===== src/pmsc_defs.svh =====
// constants of the port PHY crossover and special control register bank
// assumes it is included by bare name from the top module, the host model and the bench
`ifndef PMSC_DEFS_SVH
`define PMSC_DEFS_SVH

// ******************************
// register map
// ******************************
`define PMSC_REG_INDEX 5'h1b
`define PMSC_REG_WIDTH 16
`define PMSC_BIT_SRC_SEL 15
`define PMSC_BIT_AUTO_EN 14
`define PMSC_BIT_MAN_STATE 13
`define PMSC_BIT_HB_DIS 11
`define PMSC_BIT_PLL_LOCK 10
`define PMSC_BIT_POLARITY 4
`define PMSC_CTRL_RESET 1'h0

// ******************************
// management frame
// ******************************
`define PMSC_OP_WRITE 2'h1
`define PMSC_OP_READ 2'h2
`define PMSC_HDR_LAST 5'h0b
`define PMSC_TA_LAST 5'h01
`define PMSC_DATA_LAST 5'h0f

`endif


===== src/pmsc_pkg.sv =====
// types of the port PHY crossover and special control register bank
// assumes the constants header sits beside it
package pmsc_pkg;

   // one-hot management frame states
   typedef enum logic [4:0] {
      ST_IDLE  = 5'h01,
      ST_START = 5'h02,
      ST_HDR   = 5'h04,
      ST_TA    = 5'h08,
      ST_DATA  = 5'h10
   } pmsc_state_t;

   typedef struct packed {
      logic mdc_s1;
      logic mdc_s2;
      logic mdc_s3;
      logic mdio_s1;
      logic mdio_s2;
      logic pol_s1;
      logic pol_s2;
      pmsc_state_t state;
      logic [4:0] cnt;
      logic [15:0] shreg;
      logic last_bit;
      logic is_read;
      logic is_write;
      logic hit;
      logic mdio_oe;
      logic mdio_out;
      logic src_sel;
      logic auto_en;
      logic man_state;
      logic hb_dis;
      logic pll_lock;
      logic cross_auto;
      logic cross_on;
      logic strap_auto;
   } pmsc_regs_t;

endpackage : pmsc_pkg


===== src/pmsc_top.sv =====
// crossover source, heartbeat, PLL lock and polarity register of one PHY
// assumes MDC/MDIO and the polarity detector are asynchronous pins, while
// the address, straps and soft reset come from logic on CORE_CLK
// limitation: each MDC half period must last at least three core clocks,
// since the pin is sampled through two flops and an edge flop
// only index 27 of the configured address is answered; the rest is left
// to the neighbouring registers
`timescale 1ns/1ps
`include "pmsc_defs.svh"

module pmsc_top (
   // clock and reset
   input wire logic CORE_CLK,
   input wire logic RESET_N,
   // management pins
   input wire logic MDC,
   input wire logic MDIO_IN,
   output logic MDIO_OUT,
   output logic MDIO_OE,
   // configuration
   input wire logic [4:0] PHY_ADDR,
   input wire logic PHY_SOFT_RESET,
   input wire logic AUTO_MDIX_STRAP,
   input wire logic MANUAL_MDIX_STRAP,
   // analog side
   input wire logic POLARITY_REVERSED_IN,
   output logic CROSSOVER_AUTO,
   output logic CROSSOVER_ON,
   output logic HEARTBEAT_TEST_DISABLE,
   output logic RX_PLL_REF_LOCK,
   // hardware configuration status
   output logic HARDWARE_CONFIGURATION_AUTO_STRAP
);

   // ******************************
   // state
   // ******************************
   // every flop of the block lives in this one struct
   pmsc_pkg::pmsc_regs_t r_q;
   pmsc_pkg::pmsc_regs_t r_d;

   // ******************************
   // derived signals
   // ******************************
   // synchronised pin views
   logic mdc_rise;
   logic bit_in;
   logic pol_now;

   // frame header fields
   logic [11:0] hdr;
   logic [1:0] hdr_op;
   logic [4:0] hdr_phy;
   logic [4:0] hdr_index;
   logic hdr_is_read;
   logic hdr_is_write;
   logic addr_match;
   logic index_match;
   logic frame_hit;

   // frame progress
   logic frame_open;
   logic hdr_done;
   logic ta_last;
   logic data_last;
   logic commit_write;
   logic drive_read;
   logic [4:0] cnt_next;

   // data words
   logic [15:0] wr_val;
   logic [15:0] rd_ctrl;
   logic [15:0] rd_status;
   logic [15:0] rd_val;

   // crossover mode sources
   logic pin_auto;
   logic pin_on;
   logic [1:0] reg_code;

   // ******************************
   // pin synchronisers
   // ******************************
   // a rising edge is taken once the second stage sees the new level
   assign mdc_rise = r_q.mdc_s2 & ~r_q.mdc_s3;
   assign bit_in = r_q.mdio_s2;

   // polarity is a slow level from the analog side
   assign pol_now = r_q.pol_s2;

   // ******************************
   // header decode
   // ******************************
   assign hdr = {r_q.shreg[10:0], bit_in};
   assign hdr_op = hdr[11:10];
   assign hdr_phy = hdr[9:5];
   assign hdr_index = hdr[4:0];
   assign hdr_is_read = hdr_op == `PMSC_OP_READ;
   assign hdr_is_write = hdr_op == `PMSC_OP_WRITE;
   assign addr_match = hdr_phy == PHY_ADDR;
   // other indices belong to neighbouring registers
   assign index_match = hdr_index == `PMSC_REG_INDEX;
   assign frame_hit = addr_match & index_match;

   // ******************************
   // frame progress
   // ******************************
   // preamble of ones, then a zero opens the frame
   assign frame_open = r_q.last_bit & ~bit_in;
   assign hdr_done = r_q.cnt == `PMSC_HDR_LAST;
   assign ta_last = r_q.cnt == `PMSC_TA_LAST;
   assign data_last = r_q.cnt == `PMSC_DATA_LAST;
   assign commit_write = data_last & r_q.is_write & r_q.hit;
   assign drive_read = r_q.is_read & r_q.hit;
   assign cnt_next = r_q.cnt + 5'h01;
   assign wr_val = {r_q.shreg[14:0], bit_in};

   // ******************************
   // pin crossover mode
   // ******************************
   // auto strap high overrides whatever the manual strap says
   assign pin_auto = AUTO_MDIX_STRAP;
   assign pin_on = ~AUTO_MDIX_STRAP & MANUAL_MDIX_STRAP;

   // ******************************
   // read image
   // ******************************
   // reserved positions stay zero in both halves
   always_comb begin
      rd_ctrl = 16'h0000;
      rd_ctrl[`PMSC_BIT_SRC_SEL] = r_q.src_sel;
      rd_ctrl[`PMSC_BIT_AUTO_EN] = r_q.auto_en;
      rd_ctrl[`PMSC_BIT_MAN_STATE] = r_q.man_state;
      rd_ctrl[`PMSC_BIT_HB_DIS] = r_q.hb_dis;
      rd_ctrl[`PMSC_BIT_PLL_LOCK] = r_q.pll_lock;
   end

   // read-only indication
   always_comb begin
      rd_status = 16'h0000;
      rd_status[`PMSC_BIT_POLARITY] = pol_now;
   end

   assign rd_val = rd_ctrl | rd_status;

   // ******************************
   // next state
   // ******************************
   always_comb begin
      r_d = r_q;
      reg_code = 2'h0;

      // first stage feeds only the second stage
      r_d.mdc_s1 = MDC;
      r_d.mdc_s2 = r_q.mdc_s1;
      r_d.mdc_s3 = r_q.mdc_s2;
      r_d.mdio_s1 = MDIO_IN;
      r_d.mdio_s2 = r_q.mdio_s1;
      r_d.pol_s1 = POLARITY_REVERSED_IN;
      r_d.pol_s2 = r_q.pol_s1;

      // status copy of the latched strap, one flop behind the pin
      r_d.strap_auto = AUTO_MDIX_STRAP;

      if (mdc_rise) begin
         r_d.last_bit = bit_in;
         unique case (r_q.state)

            // wait for the frame start, line released
            pmsc_pkg::ST_IDLE: begin
               r_d.mdio_oe = 1'b0;
               r_d.mdio_out = 1'b0;
               if (frame_open) begin
                  r_d.state = pmsc_pkg::ST_START;
               end
            end

            // second start bit must be a one
            pmsc_pkg::ST_START: begin
               r_d.cnt = 5'h00;
               // no decision of an earlier frame may leak into this one
               r_d.is_read = 1'b0;
               r_d.is_write = 1'b0;
               r_d.hit = 1'b0;
               if (bit_in) begin
                  r_d.state = pmsc_pkg::ST_HDR;
               end else begin
                  r_d.state = pmsc_pkg::ST_IDLE;
               end
            end

            // opcode, PHY address and register index, MSB first
            pmsc_pkg::ST_HDR: begin
               r_d.shreg = {r_q.shreg[14:0], bit_in};
               r_d.cnt = cnt_next;
               if (hdr_done) begin
                  r_d.is_read = hdr_is_read;
                  r_d.is_write = hdr_is_write;
                  r_d.hit = frame_hit;
                  r_d.cnt = 5'h00;
                  r_d.state = pmsc_pkg::ST_TA;
               end
            end

            // turnaround: host lets go, then a read drives a zero
            pmsc_pkg::ST_TA: begin
               r_d.cnt = cnt_next;
               if (!ta_last) begin
                  // first turnaround bit is left floating
                  r_d.mdio_oe = drive_read;
                  r_d.mdio_out = 1'b0;
               end else begin
                  // word is captured here, polarity frozen for this read
                  r_d.mdio_out = rd_val[15];
                  r_d.shreg = {rd_val[14:0], 1'b0};
                  r_d.cnt = 5'h00;
                  r_d.state = pmsc_pkg::ST_DATA;
               end
            end

            // sixteen data bits: shift out a read, shift in a write
            pmsc_pkg::ST_DATA: begin
               r_d.shreg = wr_val;
               r_d.mdio_out = r_q.shreg[15];
               r_d.cnt = cnt_next;
               if (data_last) begin
                  r_d.mdio_oe = 1'b0;
                  r_d.mdio_out = 1'b0;
                  r_d.state = pmsc_pkg::ST_IDLE;
                  r_d.last_bit = 1'b0;
               end
               if (commit_write) begin
                  // reserved positions are simply not stored
                  r_d.src_sel = wr_val[`PMSC_BIT_SRC_SEL];
                  r_d.auto_en = wr_val[`PMSC_BIT_AUTO_EN];
                  r_d.man_state = wr_val[`PMSC_BIT_MAN_STATE];
                  r_d.hb_dis = wr_val[`PMSC_BIT_HB_DIS];
                  r_d.pll_lock = wr_val[`PMSC_BIT_PLL_LOCK];
               end
            end

            // a corrupted state code drops the frame and the line
            default: begin
               r_d.state = pmsc_pkg::ST_IDLE;
               r_d.mdio_oe = 1'b0;
            end
         endcase
      end

      // soft reset outranks a write landing in the same cycle
      if (PHY_SOFT_RESET) begin
         r_d.src_sel = `PMSC_CTRL_RESET;
         r_d.auto_en = `PMSC_CTRL_RESET;
         r_d.man_state = `PMSC_CTRL_RESET;
         r_d.hb_dis = `PMSC_CTRL_RESET;
         r_d.pll_lock = `PMSC_CTRL_RESET;
      end

      // crossover mode from next bits, so pins change in the same cycle as the control bits
      reg_code = {r_d.auto_en, r_d.man_state};
      if (r_d.src_sel) begin
         unique case (reg_code)
            2'h0: begin
               r_d.cross_auto = 1'b0;
               r_d.cross_on = 1'b0;
            end
            2'h1: begin
               r_d.cross_auto = 1'b0;
               r_d.cross_on = 1'b1;
            end
            // reserved 11 falls to automatic: the enable bit wins
            2'h2, 2'h3: begin
               r_d.cross_auto = 1'b1;
               r_d.cross_on = 1'b0;
            end
         endcase
      end else begin
         r_d.cross_auto = pin_auto;
         r_d.cross_on = pin_on;
      end
   end

   // ******************************
   // state register
   // ******************************
   // async clear only, state to ST_IDLE; everything else takes the computed copy
   always_ff @(posedge CORE_CLK or negedge RESET_N) begin
      if (!RESET_N) begin
         r_q <= '0;
         r_q.state <= pmsc_pkg::ST_IDLE;
      end else begin
         r_q <= r_d;
      end
   end

   // ******************************
   // outputs
   // ******************************
   // management pins
   assign MDIO_OUT = r_q.mdio_out;
   assign MDIO_OE = r_q.mdio_oe;

   // analog side
   assign CROSSOVER_AUTO = r_q.cross_auto;
   assign CROSSOVER_ON = r_q.cross_on;
   assign HEARTBEAT_TEST_DISABLE = r_q.hb_dis;
   assign RX_PLL_REF_LOCK = r_q.pll_lock;

   // status
   assign HARDWARE_CONFIGURATION_AUTO_STRAP = r_q.strap_auto;

endmodule : pmsc_top


===== config.mk =====
export PLATFORM = sky130hd
export DESIGN_NAME = pmsc_top
export DESIGN_NICKNAME = d
export VERILOG_FILES = /design/src/pmsc_pkg.sv /design/src/pmsc_top.sv
export VERILOG_INCLUDE_DIRS = /design/src /design/src/src
export SDC_FILE = /design/constraint.sdc
export NUM_CORES = 1
export LEC_CHECK = 0
export ABC_AREA = 0
export BUFFER_PORTS_ARGS = -buffer_cell sky130_fd_sc_hd__buf_2
export CAP_MARGIN = 15
export CORE_ASPECT_RATIO = 0.75
export CORE_MARGIN = 5
export CORE_UTILIZATION = 50
export CTS_CLUSTER_SIZE = 10
export DETAILED_ROUTE_END_ITERATION = 12
export PLACE_DENSITY = 0.71
export SLEW_MARGIN = 40
export SYNTH_ARGS = -nofsm -noshare
export SYNTH_HDL_FRONTEND = slang
export SYNTH_SLANG_ARGS = --single-unit

===== constraint.sdc =====
create_clock -name CORE_CLK -period 2.3 [get_ports CORE_CLK]
set_input_delay 0.115 -clock CORE_CLK [delete_from_list [all_inputs] [get_ports CORE_CLK]]
set_output_delay 0.115 -clock CORE_CLK [all_outputs]
set_load 0.02 [all_outputs]

* Word level (Yosys, flattened, before mapping)
Cells that the tools add are included.
** Operators by class
- Add/subtract/negate cells :: 1
- Multiply operators :: 0
- Div/mod/pow operators :: 0
- Magnitude comparators :: 0
- Equality and inequality tests :: 20
- Shift operators :: 0
- Muxes and demuxes :: 23
- Bitwise logic cells :: 12
- Reductions and logical operators :: 18
** Operator list (number)
- $pmux 16 s2 :: 1
- $mux 5 :: 6
- $mux 26 :: 1
- $pmux 5 s5 :: 1
- $pmux 5 s4 :: 1
- $or 16x5->16 :: 1
- $eq 5x4->1 const B :: 3
- $eq 5x1->1 const B :: 2
- $eq 5x5->1 const B :: 2
- $mux 10 :: 1
- $ne 2x2->1 const B :: 5
- $reduce_bool 2->1 :: 5
- $reduce_and 3->1 :: 3
- $and 1x1->1 :: 7
- $eq 2x2->1 const B :: 3
- $mux 3 :: 2
- $pmux 1 s3 :: 2
- $pmux 2 s3 :: 1
- $pmux 3 s2 :: 1
- $reduce_or 2->1 :: 3
- $add 5x1->5 const B :: 1
- $eq 5x2->1 const B :: 1
- $eq 5x3->1 const B :: 1
- $eq 5x5->1 :: 1
- 10 further kinds :: 19
** Word-level totals
- Register bits :: 47
- Latch bits :: 0
- Bits in writable memories :: 0
- ROM bits :: 0
- Input bits :: 13
- Output and inout bits :: 7
- Logic and storage cells :: 98
- Memories :: 0

* Logic depth before layout (Yosys ltp)
Gate-level depths: netlist of the first run.
- Depth in word-level cells :: 11
- Depth in mapped cells :: 9
- Depth with buffers taken out :: 9

* Worst setup path before layout of the first run
Ideal clock, no wire load.
- Path kind :: register to register
- From :: reg r_q[30] (netlist bit)
- To :: reg r_q, in the netlist CROSSOVER_AUTO
- Library setup time :: 0.128 ns
- Arrival time :: 2.107 ns
- Data required time :: 2.172 ns
- Path slack :: 0.065 ns
- Cell stages (with the launch flop) :: 10
- Buffers on the path :: 0
- Period minus slack after synthesis :: 2.235 ns
- Path through :: dfrtp_1 > ha_1 > nand2_1 > nor2_1 > ha_1 > inv_1 > nor4_4 > mux2i_1 > nor2_4 > mux2_1
** RTL lines
- from (decl) :: line pmsc_top.sv:39 : pmsc_pkg::pmsc_regs_t r_q;
- from (signal assigned) :: line pmsc_top.sv:292 : r_q <= r_d;

==> run_results.csv, run 1 <==
group,metric,value,unit
finish,multiInputGateArea,0.00106,mm^2
power,power_frac_comb,28.4,%
floorplanning,initial_core_util,51.3,%
detailed_routing,drtPass1Iterations,4,
critical_path,cp_max_fo,4,
min_path,min_path_cells,3,
detailed_routing,drt-total-wl,4480,um
logic_synthesis,syn-instance-count,231,
sta,setup_viol,0,
global_route,grt_pass1_vias,1655,
detailed_routing,drtIter0Drc,79,
critical_path,cp-start-kind,"register",
logic_synthesis,yosys_warnings,0,
power,seq_power_share,47.6,%
critical_path,max_stage_delay,0.43,ns
clocking,clock_latency,0.30,ns
sta,post-route-period-util,93.5,%
finish,layout-drive-gt1-share,23.8,%
floorplanning,die_area,0.00599,mm^2
power,power.internal,1380,uW
global_route,grt_pass1_wl,7710,um
floorplanning,rows,21,
finish,n_antenna_cell,0,
critical_path,critical_path_depth,9,
detailed_routing,wl_per_cell,13.7,um
clocking,cts_max_path_buffers,2,
critical_path,crit_buf_inv,1,
critical_path,critical_path_class,"reg -> reg",
min_path,worst_hold_path_type,"in -> reg",
logic_synthesis,synthFlopType,"dfrtp_1",
critical_path,end_kind,"register",
clocking,htreeDepth,2,
critical_path,cp_data_arrival_time,2.34,ns
logic_synthesis,ys_seq_area_share,52.0,%
logic_synthesis,synth.distinct_cells,43,
clocking,clock-sinks,47,
logic_synthesis,syn-num-nets,247,
power,p_clk_share,24.0,%
critical_path,rrSetupSlack,0.15,ns
finish,fill_cells,390,
global_route,antenna_found_initial,0,
floorplanning,coreArea,0.00441,mm^2
clocking,cts_tree,"done",
logic_synthesis,async_flop_share,100,%
logic_synthesis,syn_area,0.00227,mm^2
floorplanning,die_w,87.7,um
clocking,numCtsBuffers,5,
critical_path,crit_chain,"ha_4 > nand2_2 > nor2_1 > ha_2 > inv_2 > nor4_4 > mux2i_2 > nor2_4 > mux2_1",
sta,grt_setup_unrepaired,"false",
finish,stdcell_count,326,
power,p_leak,0.00116,uW
critical_path,cp_slowest_cell,"dfrtp_1",
sta,slew_violations,0,
detailed_routing,drtAntennaViolNets,0,
critical_path,cp_top_family,"multiplexers",
logic_synthesis,synth-seq-cells,47,
critical_path,worstRegToRegCells,9,
floorplanning,die_h,68.3,um
detailed_routing,vias_per_cell,5.37,
place,place.detailed.hpwl,3240,um
finish,area_growth,18.4,%
detailed_routing,vias,1752,
sta,fin_skew,0.00445,ns
finish,regArea,0.00118,mm^2
critical_path,crit_required,2.49,ns
sta,holdWs,0.0751,ns
global_route,grt.total_usage,16.7,%
place,numPortBuffers,19,
floorplanning,ios,20,
power,p_per_area,783,mW/mm^2
sta,tns,0,ns
global_route,grt_max_degree,28,
power,ir_drop,0.499,mV
power,switching_share,34.0,%
flow_run,maxCapViolCount,0,
global_route,grt_overflow,0,
sta,period_minus_slack,2.15,ns
place,placedCellCount,312,
clocking,cts.clk_slew.worst_paths,0.09,ns
power,p_sw,715,uW
clocking,cts_root_buf,"clkbuf_8",
detailed_routing,drc_errors,0,
sta,finalHoldViolations,0,
status,status,"finished clean",
sta,fmax,465,MHz
finish,fin_nets,284,
logic_synthesis,synth-edff-count,0,
logic_synthesis,syn_area_per_cell,9.81,um^2
sta,tightest_slew,0.638,ns
sta,timing.slew.headroom,57.0,%
place,gp_congestion,0.843,
==> path summary, 6_finish.rpt <==
kind                                     endpoint         startpoint
setup / recovery                   CROSSOVER_AUTO            r_q[31]
hold / removal                       CROSSOVER_ON  MANUAL_MDIX_STRAP
setup reg to reg                   CROSSOVER_AUTO            r_q[31]
hold reg to reg                           r_d[44]            r_d[45]
max in group asynchronous                 r_q[35]            RESET_N
min in group asynchronous  HEARTBEAT_TEST_DISABLE            RESET_N
==> logic make-up (layout without fill, tap and decap cells) <==
kind of cell / count (synthesis) / count (layout) / share of synthesized area, %
xor gates and xnor gates: 10 / 10 / 3.87
and+or+nand+nor: 103 / 103 / 22.7
adders and majority gates: 3 / 3 / 1.66
AOI/OAI and AO/OA: 38 / 38 / 10.0
buffers and inverters: 15 / 53 / 2.65
DFF: 47 / 47 / 52.0
muxes: 15 / 15 / 7.12
==> flip-flops by register name, indices dropped and copies added (netlist names) <==
name	flops
MDIO_OUT	1
hdr	11
CROSSOVER_ON	1
bit_in	1
r_q	23
HEARTBEAT_TEST_DISABLE	1
RX_PLL_REF_LOCK	1
pol_now	1
CROSSOVER_AUTO	1
HARDWARE_CONFIGURATION_AUTO_STRAP	1
r_d	4
MDIO_OE	1
==> final cells by class <==
cell class                 count  share of cell area [%]
clock inverter                 3                   0.886
inverter                       5                   0.700
timing repair buffer          40                    9.89
multi-input combinational    169                    39.4
sequential                    47                    43.9
clock buffer                   5                    2.57
tap                           57                    2.66
==> cells in the final DEF (no fill, tap or decap), types with 2 or more instances in the layout <==
cell           instances
a211oi_1               2
a21oi_1                6
a32o_1                 2
buf_2                 19
buf_4                 16
clkbuf_8               5
clkinvlp_4             2
dfrtp_1               45
dlygate4sd3_1          5
inv_1                  4
mux2_2                 8
mux2i_1                5
nand2_1               42
nand2b_1               4
nand3_1                9
nand3b_1               3
nor2_1                21
nor2b_1                2
nor3_1                 7
nor3b_1                3
o21ai_0               12
o21ai_1                9
xnor2_1                9
==> metrics by stage <==
stage | power [uW] | utilization, % | cell area, um^2 | worst slack (ns)
2_1_floorplan | 1390 | - | 2270 | 0.0653
3_3_place_gp | 1580 | 56.9 | 2510 | 0.150
3_5_place_dp | 1590 | 56.9 | 2510 | 0.0669
4_1_cts | 2110 | 60.1 | 2650 | 0.0226
5_1_grt | 2230 | 60.8 | 2680 | 0.00718
6_report | 2100 | 60.8 | 2680 | 0.149
==> what timing repair did <==
item | CTS | global route
endpoints found under the setup margin | 0 | 1
gates resized for setup | 0 | 7
hold buffers | 5 | 0
setup buffers | 0 | 1
endpoints found under the hold margin | 50 | 0
==> power by group through the flow <==
stage	Sequential [uW]	Clock (uW)	Combinational [uW]
after floorplan	974	0	418
after global routing	1010	555	664
final	1000	503	597
after CTS	992	522	592
after global placement	1000	0	578
after detailed placement	1010	0	583
==> Yosys cell counts (all sizes together), types with 2 or more instances <==
master | number | area share [%]
ha | 3 | 1.7
clkbuf | 8 | 1.3
nor4b | 2 | 1.0
xnor2 | 9 | 3.5
a211oi | 2 | 0.66
mux2i | 6 | 2.7
a32o | 2 | 0.88
a21oi | 6 | 1.3
o21ai | 21 | 4.6
nand2b | 4 | 1.1
nor2 | 22 | 4.0
nand3b | 3 | 0.99
nor3b | 3 | 0.99
nor2b | 2 | 0.55
nor3 | 7 | 1.5
buf | 2 | 0.50
nor4 | 2 | 1.2
nand3 | 9 | 2.0
mux2 | 9 | 4.5
nand2 | 43 | 7.1
dfrtp | 46 | 51
inv | 5 | 0.83
==> metal layers <==
| layer | vias up | global-route usage [%] | part of all wire [%] |
|---|---|---|---|
| met2 | 64 | 25.6 | 42 |
| met3 | 7 | 3.97 | 7.3 |
| li1 | 869 | - | - |
| met1 | 812 | 23.4 | 50 |
| met5 | - | 0 | 0 |
| met4 | 0 | 5.17 | 1.3 |
==> worst register-to-register path, cell delays in order (launching register included) <==
cell and delay (ns):
dfrtp_1 0.43, ha_4 0.17, nand2_2 0.06, nor2_1 0.13, ha_2 0.20, inv_2 0.06, nor4_4 0.32, mux2i_2 0.31
nor2_4 0.06, mux2_1 0.31
Power figures use the tool's default switching activity.
==> inputs of run 2 (changes only) <==
- PLACE_DENSITY: 0.71 -> 0.69
- clock period: 2.3 -> 2 ns (I/O delays scaled with it)
==> run_results.csv, run 2 (synthesized netlist as in run 1, its figures left out) <==
group,metric,value,unit
power,p_clk_share,28.6,%
place,placed_cell_area,0.00263,mm^2
sta,setup_slack,-0.111,ns
floorplanning,coreArea,0.00441,mm^2
clocking,cts_max_path_buffers,2,
critical_path,end_kind,"register",
status,violations,"negative setup slack",
flow_run,maxCapViolCount,0,
power,ir_drop,0.570,mV
detailed_routing,drtIter0Drc,66,
floorplanning,die_area,0.00599,mm^2
detailed_routing,drtPass1Iterations,4,
clocking,cts_root_buf,"clkbuf_8",
detailed_routing,wl_per_cell,14.4,um
global_route,grt_overflow,0,
floorplanning,die_w,87.7,um
finish,final_common_cell,"dfrtp_1",
finish,area_growth,29.3,%
detailed_routing,drt-total-wl,4950,um
power,seq_power_share,38.9,%
power,power_frac_comb,32.4,%
power,power.internal,2000,uW
clocking,cts.clk_slew.worst_paths,0.09,ns
critical_path,cp-start-kind,"register",
power,switching_share,30.7,%
power,p_leak,0.00131,uW
clocking,numCtsBuffers,5,
place,dp_slack,-0.0804,ns
sta,slew_violations,0,
sta,timing.slew.headroom,77.3,%
finish,largest_reg_flops,23,
critical_path,cp_max_fo,2,
global_route,grt_max_degree,34,
global_route,antenna_found_initial,0,
floorplanning,rows,21,
finish,n_antenna_cell,0,
place,numPortBuffers,19,
clocking,cts_tree,"done",
min_path,worst_hold_path_type,"in -> reg",
critical_path,cp_data_arrival_time,2.31,ns
detailed_routing,vias,1861,
status,status,"finished with violations",
place,gp_congestion,0.918,
global_route,use_met1,26.6,%
sta,period_minus_slack,2.11,ns
sta,tightest_slew,0.340,ns
sta,grt_setup_unrepaired,"true",
global_route,grt_pass1_wl,8420,um
clocking,htreeDepth,2,
finish,design_area,0.00293,mm^2
sta,post-route-period-util,106,%
global_route,grt.total_usage,18.4,%
finish,final_cell_mix,"dfrtp_1, nand2_1, buf_4",
power,p_per_area,986,mW/mm^2
power,p_sw,887,uW
finish,stdcell_count,345,
global_route,met3_usage,4.09,%
detailed_routing,vias_per_cell,5.39,
clocking,clock-sinks,47,
global_route,grt_busiest_layer,"met2",
critical_path,crit_required,2.19,ns
clocking,clock_latency,0.30,ns
place,placedCellCount,325,
power,total_power,2890,uW
floorplanning,ios,20,
global_route,grt_pass1_vias,1739,
sta,fin_skew,0.00296,ns
global_route,met2_usage,27.5,%
sta,fmax,474,MHz
place,place.detailed.hpwl,3480,um
sta,finalHoldViolations,0,
finish,layout-drive-gt1-share,30.6,%
sta,setup_viol,6,
sta,tns,-0.178,ns
finish,regMostFlops,"r_q",
critical_path,critical_path_class,"reg -> reg",
floorplanning,die_h,68.3,um
detailed_routing,drc_errors,0,
floorplanning,initial_core_util,51.3,%
detailed_routing,drtAntennaViolNets,0,
finish,fin_nets,303,
## run 2: cell types whose count changed in the layout (fill, tap and decap cells not counted), moves of 2 or more
| cell | before | now |
|---|---|---|
| buf_4 | 16 | 32 |
| bufinv_16 | 0 | 2 |
| nor2_2 | 0 | 2 |
| nor2_1 | 21 | 19 |
| mux2_4 | 0 | 2 |
## run 2: final cells by class
cell class	instances	area, um^2
Fill cell	346	1490
Clock buffer	5	68.8
Timing Repair Buffer	59	444
Clock inverter	3	67.6
Tap cell	57	71.3
Sequential cell	47	1180
Inverter	5	18.8
Multi-Input combinational cell	169	1080
## run 2: worst paths after layout
kind                              startpoint        endpoint  slack (ns)  cells past startpoint
min reg2reg                          r_d[45]         r_d[44]        0.36                      0
max in group asynchronous            RESET_N         r_q[27]        1.18                      4
min                        MANUAL_MDIX_STRAP    CROSSOVER_ON        0.06                      3
min in group asynchronous            RESET_N          hdr[3]        0.22                      2
max                                  r_q[36]  CROSSOVER_AUTO       -0.11                      6
max reg2reg                          r_q[36]  CROSSOVER_AUTO       -0.11                      6
## run 2: repair_timing
action	in CTS	in global routing
pin swaps	3	0
hold buffers	5	0
buffers inserted	1	5
gates resized for setup	4	9
hold endpoints to repair	34	0
setup endpoints to repair	2	15
## run 2: metal layers
metal	part of all wire [%]	vias up	wire [um]
li1	-	915	-
met1	47	889	2330
met2	45	51	2210
met3	7.4	6	369
met4	1.0	0	51
met5	0	-	0
## run 2: stage by stage
stage / hold slack (ns) / utilization, %
global route: 0.0658 / 66.4
global placement: 0.196 / 59.7
detailed placement: 0.196 / 59.7
finish: 0.0564 / 66.4
floorplan: -0.196 / -
CTS: 0.0557 / 64.3
## run 2: power groups by stage
stage / Sequential [uW] / Clock, uW / Combinational, uW
global route: 1140 / 866 / 1040
global placement: 1140 / 0 / 801
finish: 1120 / 826 / 937
floorplan: 1130 / 0 / 504
detailed placement: 1140 / 0 / 810
CTS: 1120 / 837 / 852
## run 2: critical path, cell delays in order, from the launching register on
cell and delay [ns]:
dfrtp_1 0.39, or4b_4 0.56, nor4_4 0.35, buf_4 0.18
mux2i_1 0.18, nor2_1 0.08, mux2_4 0.26
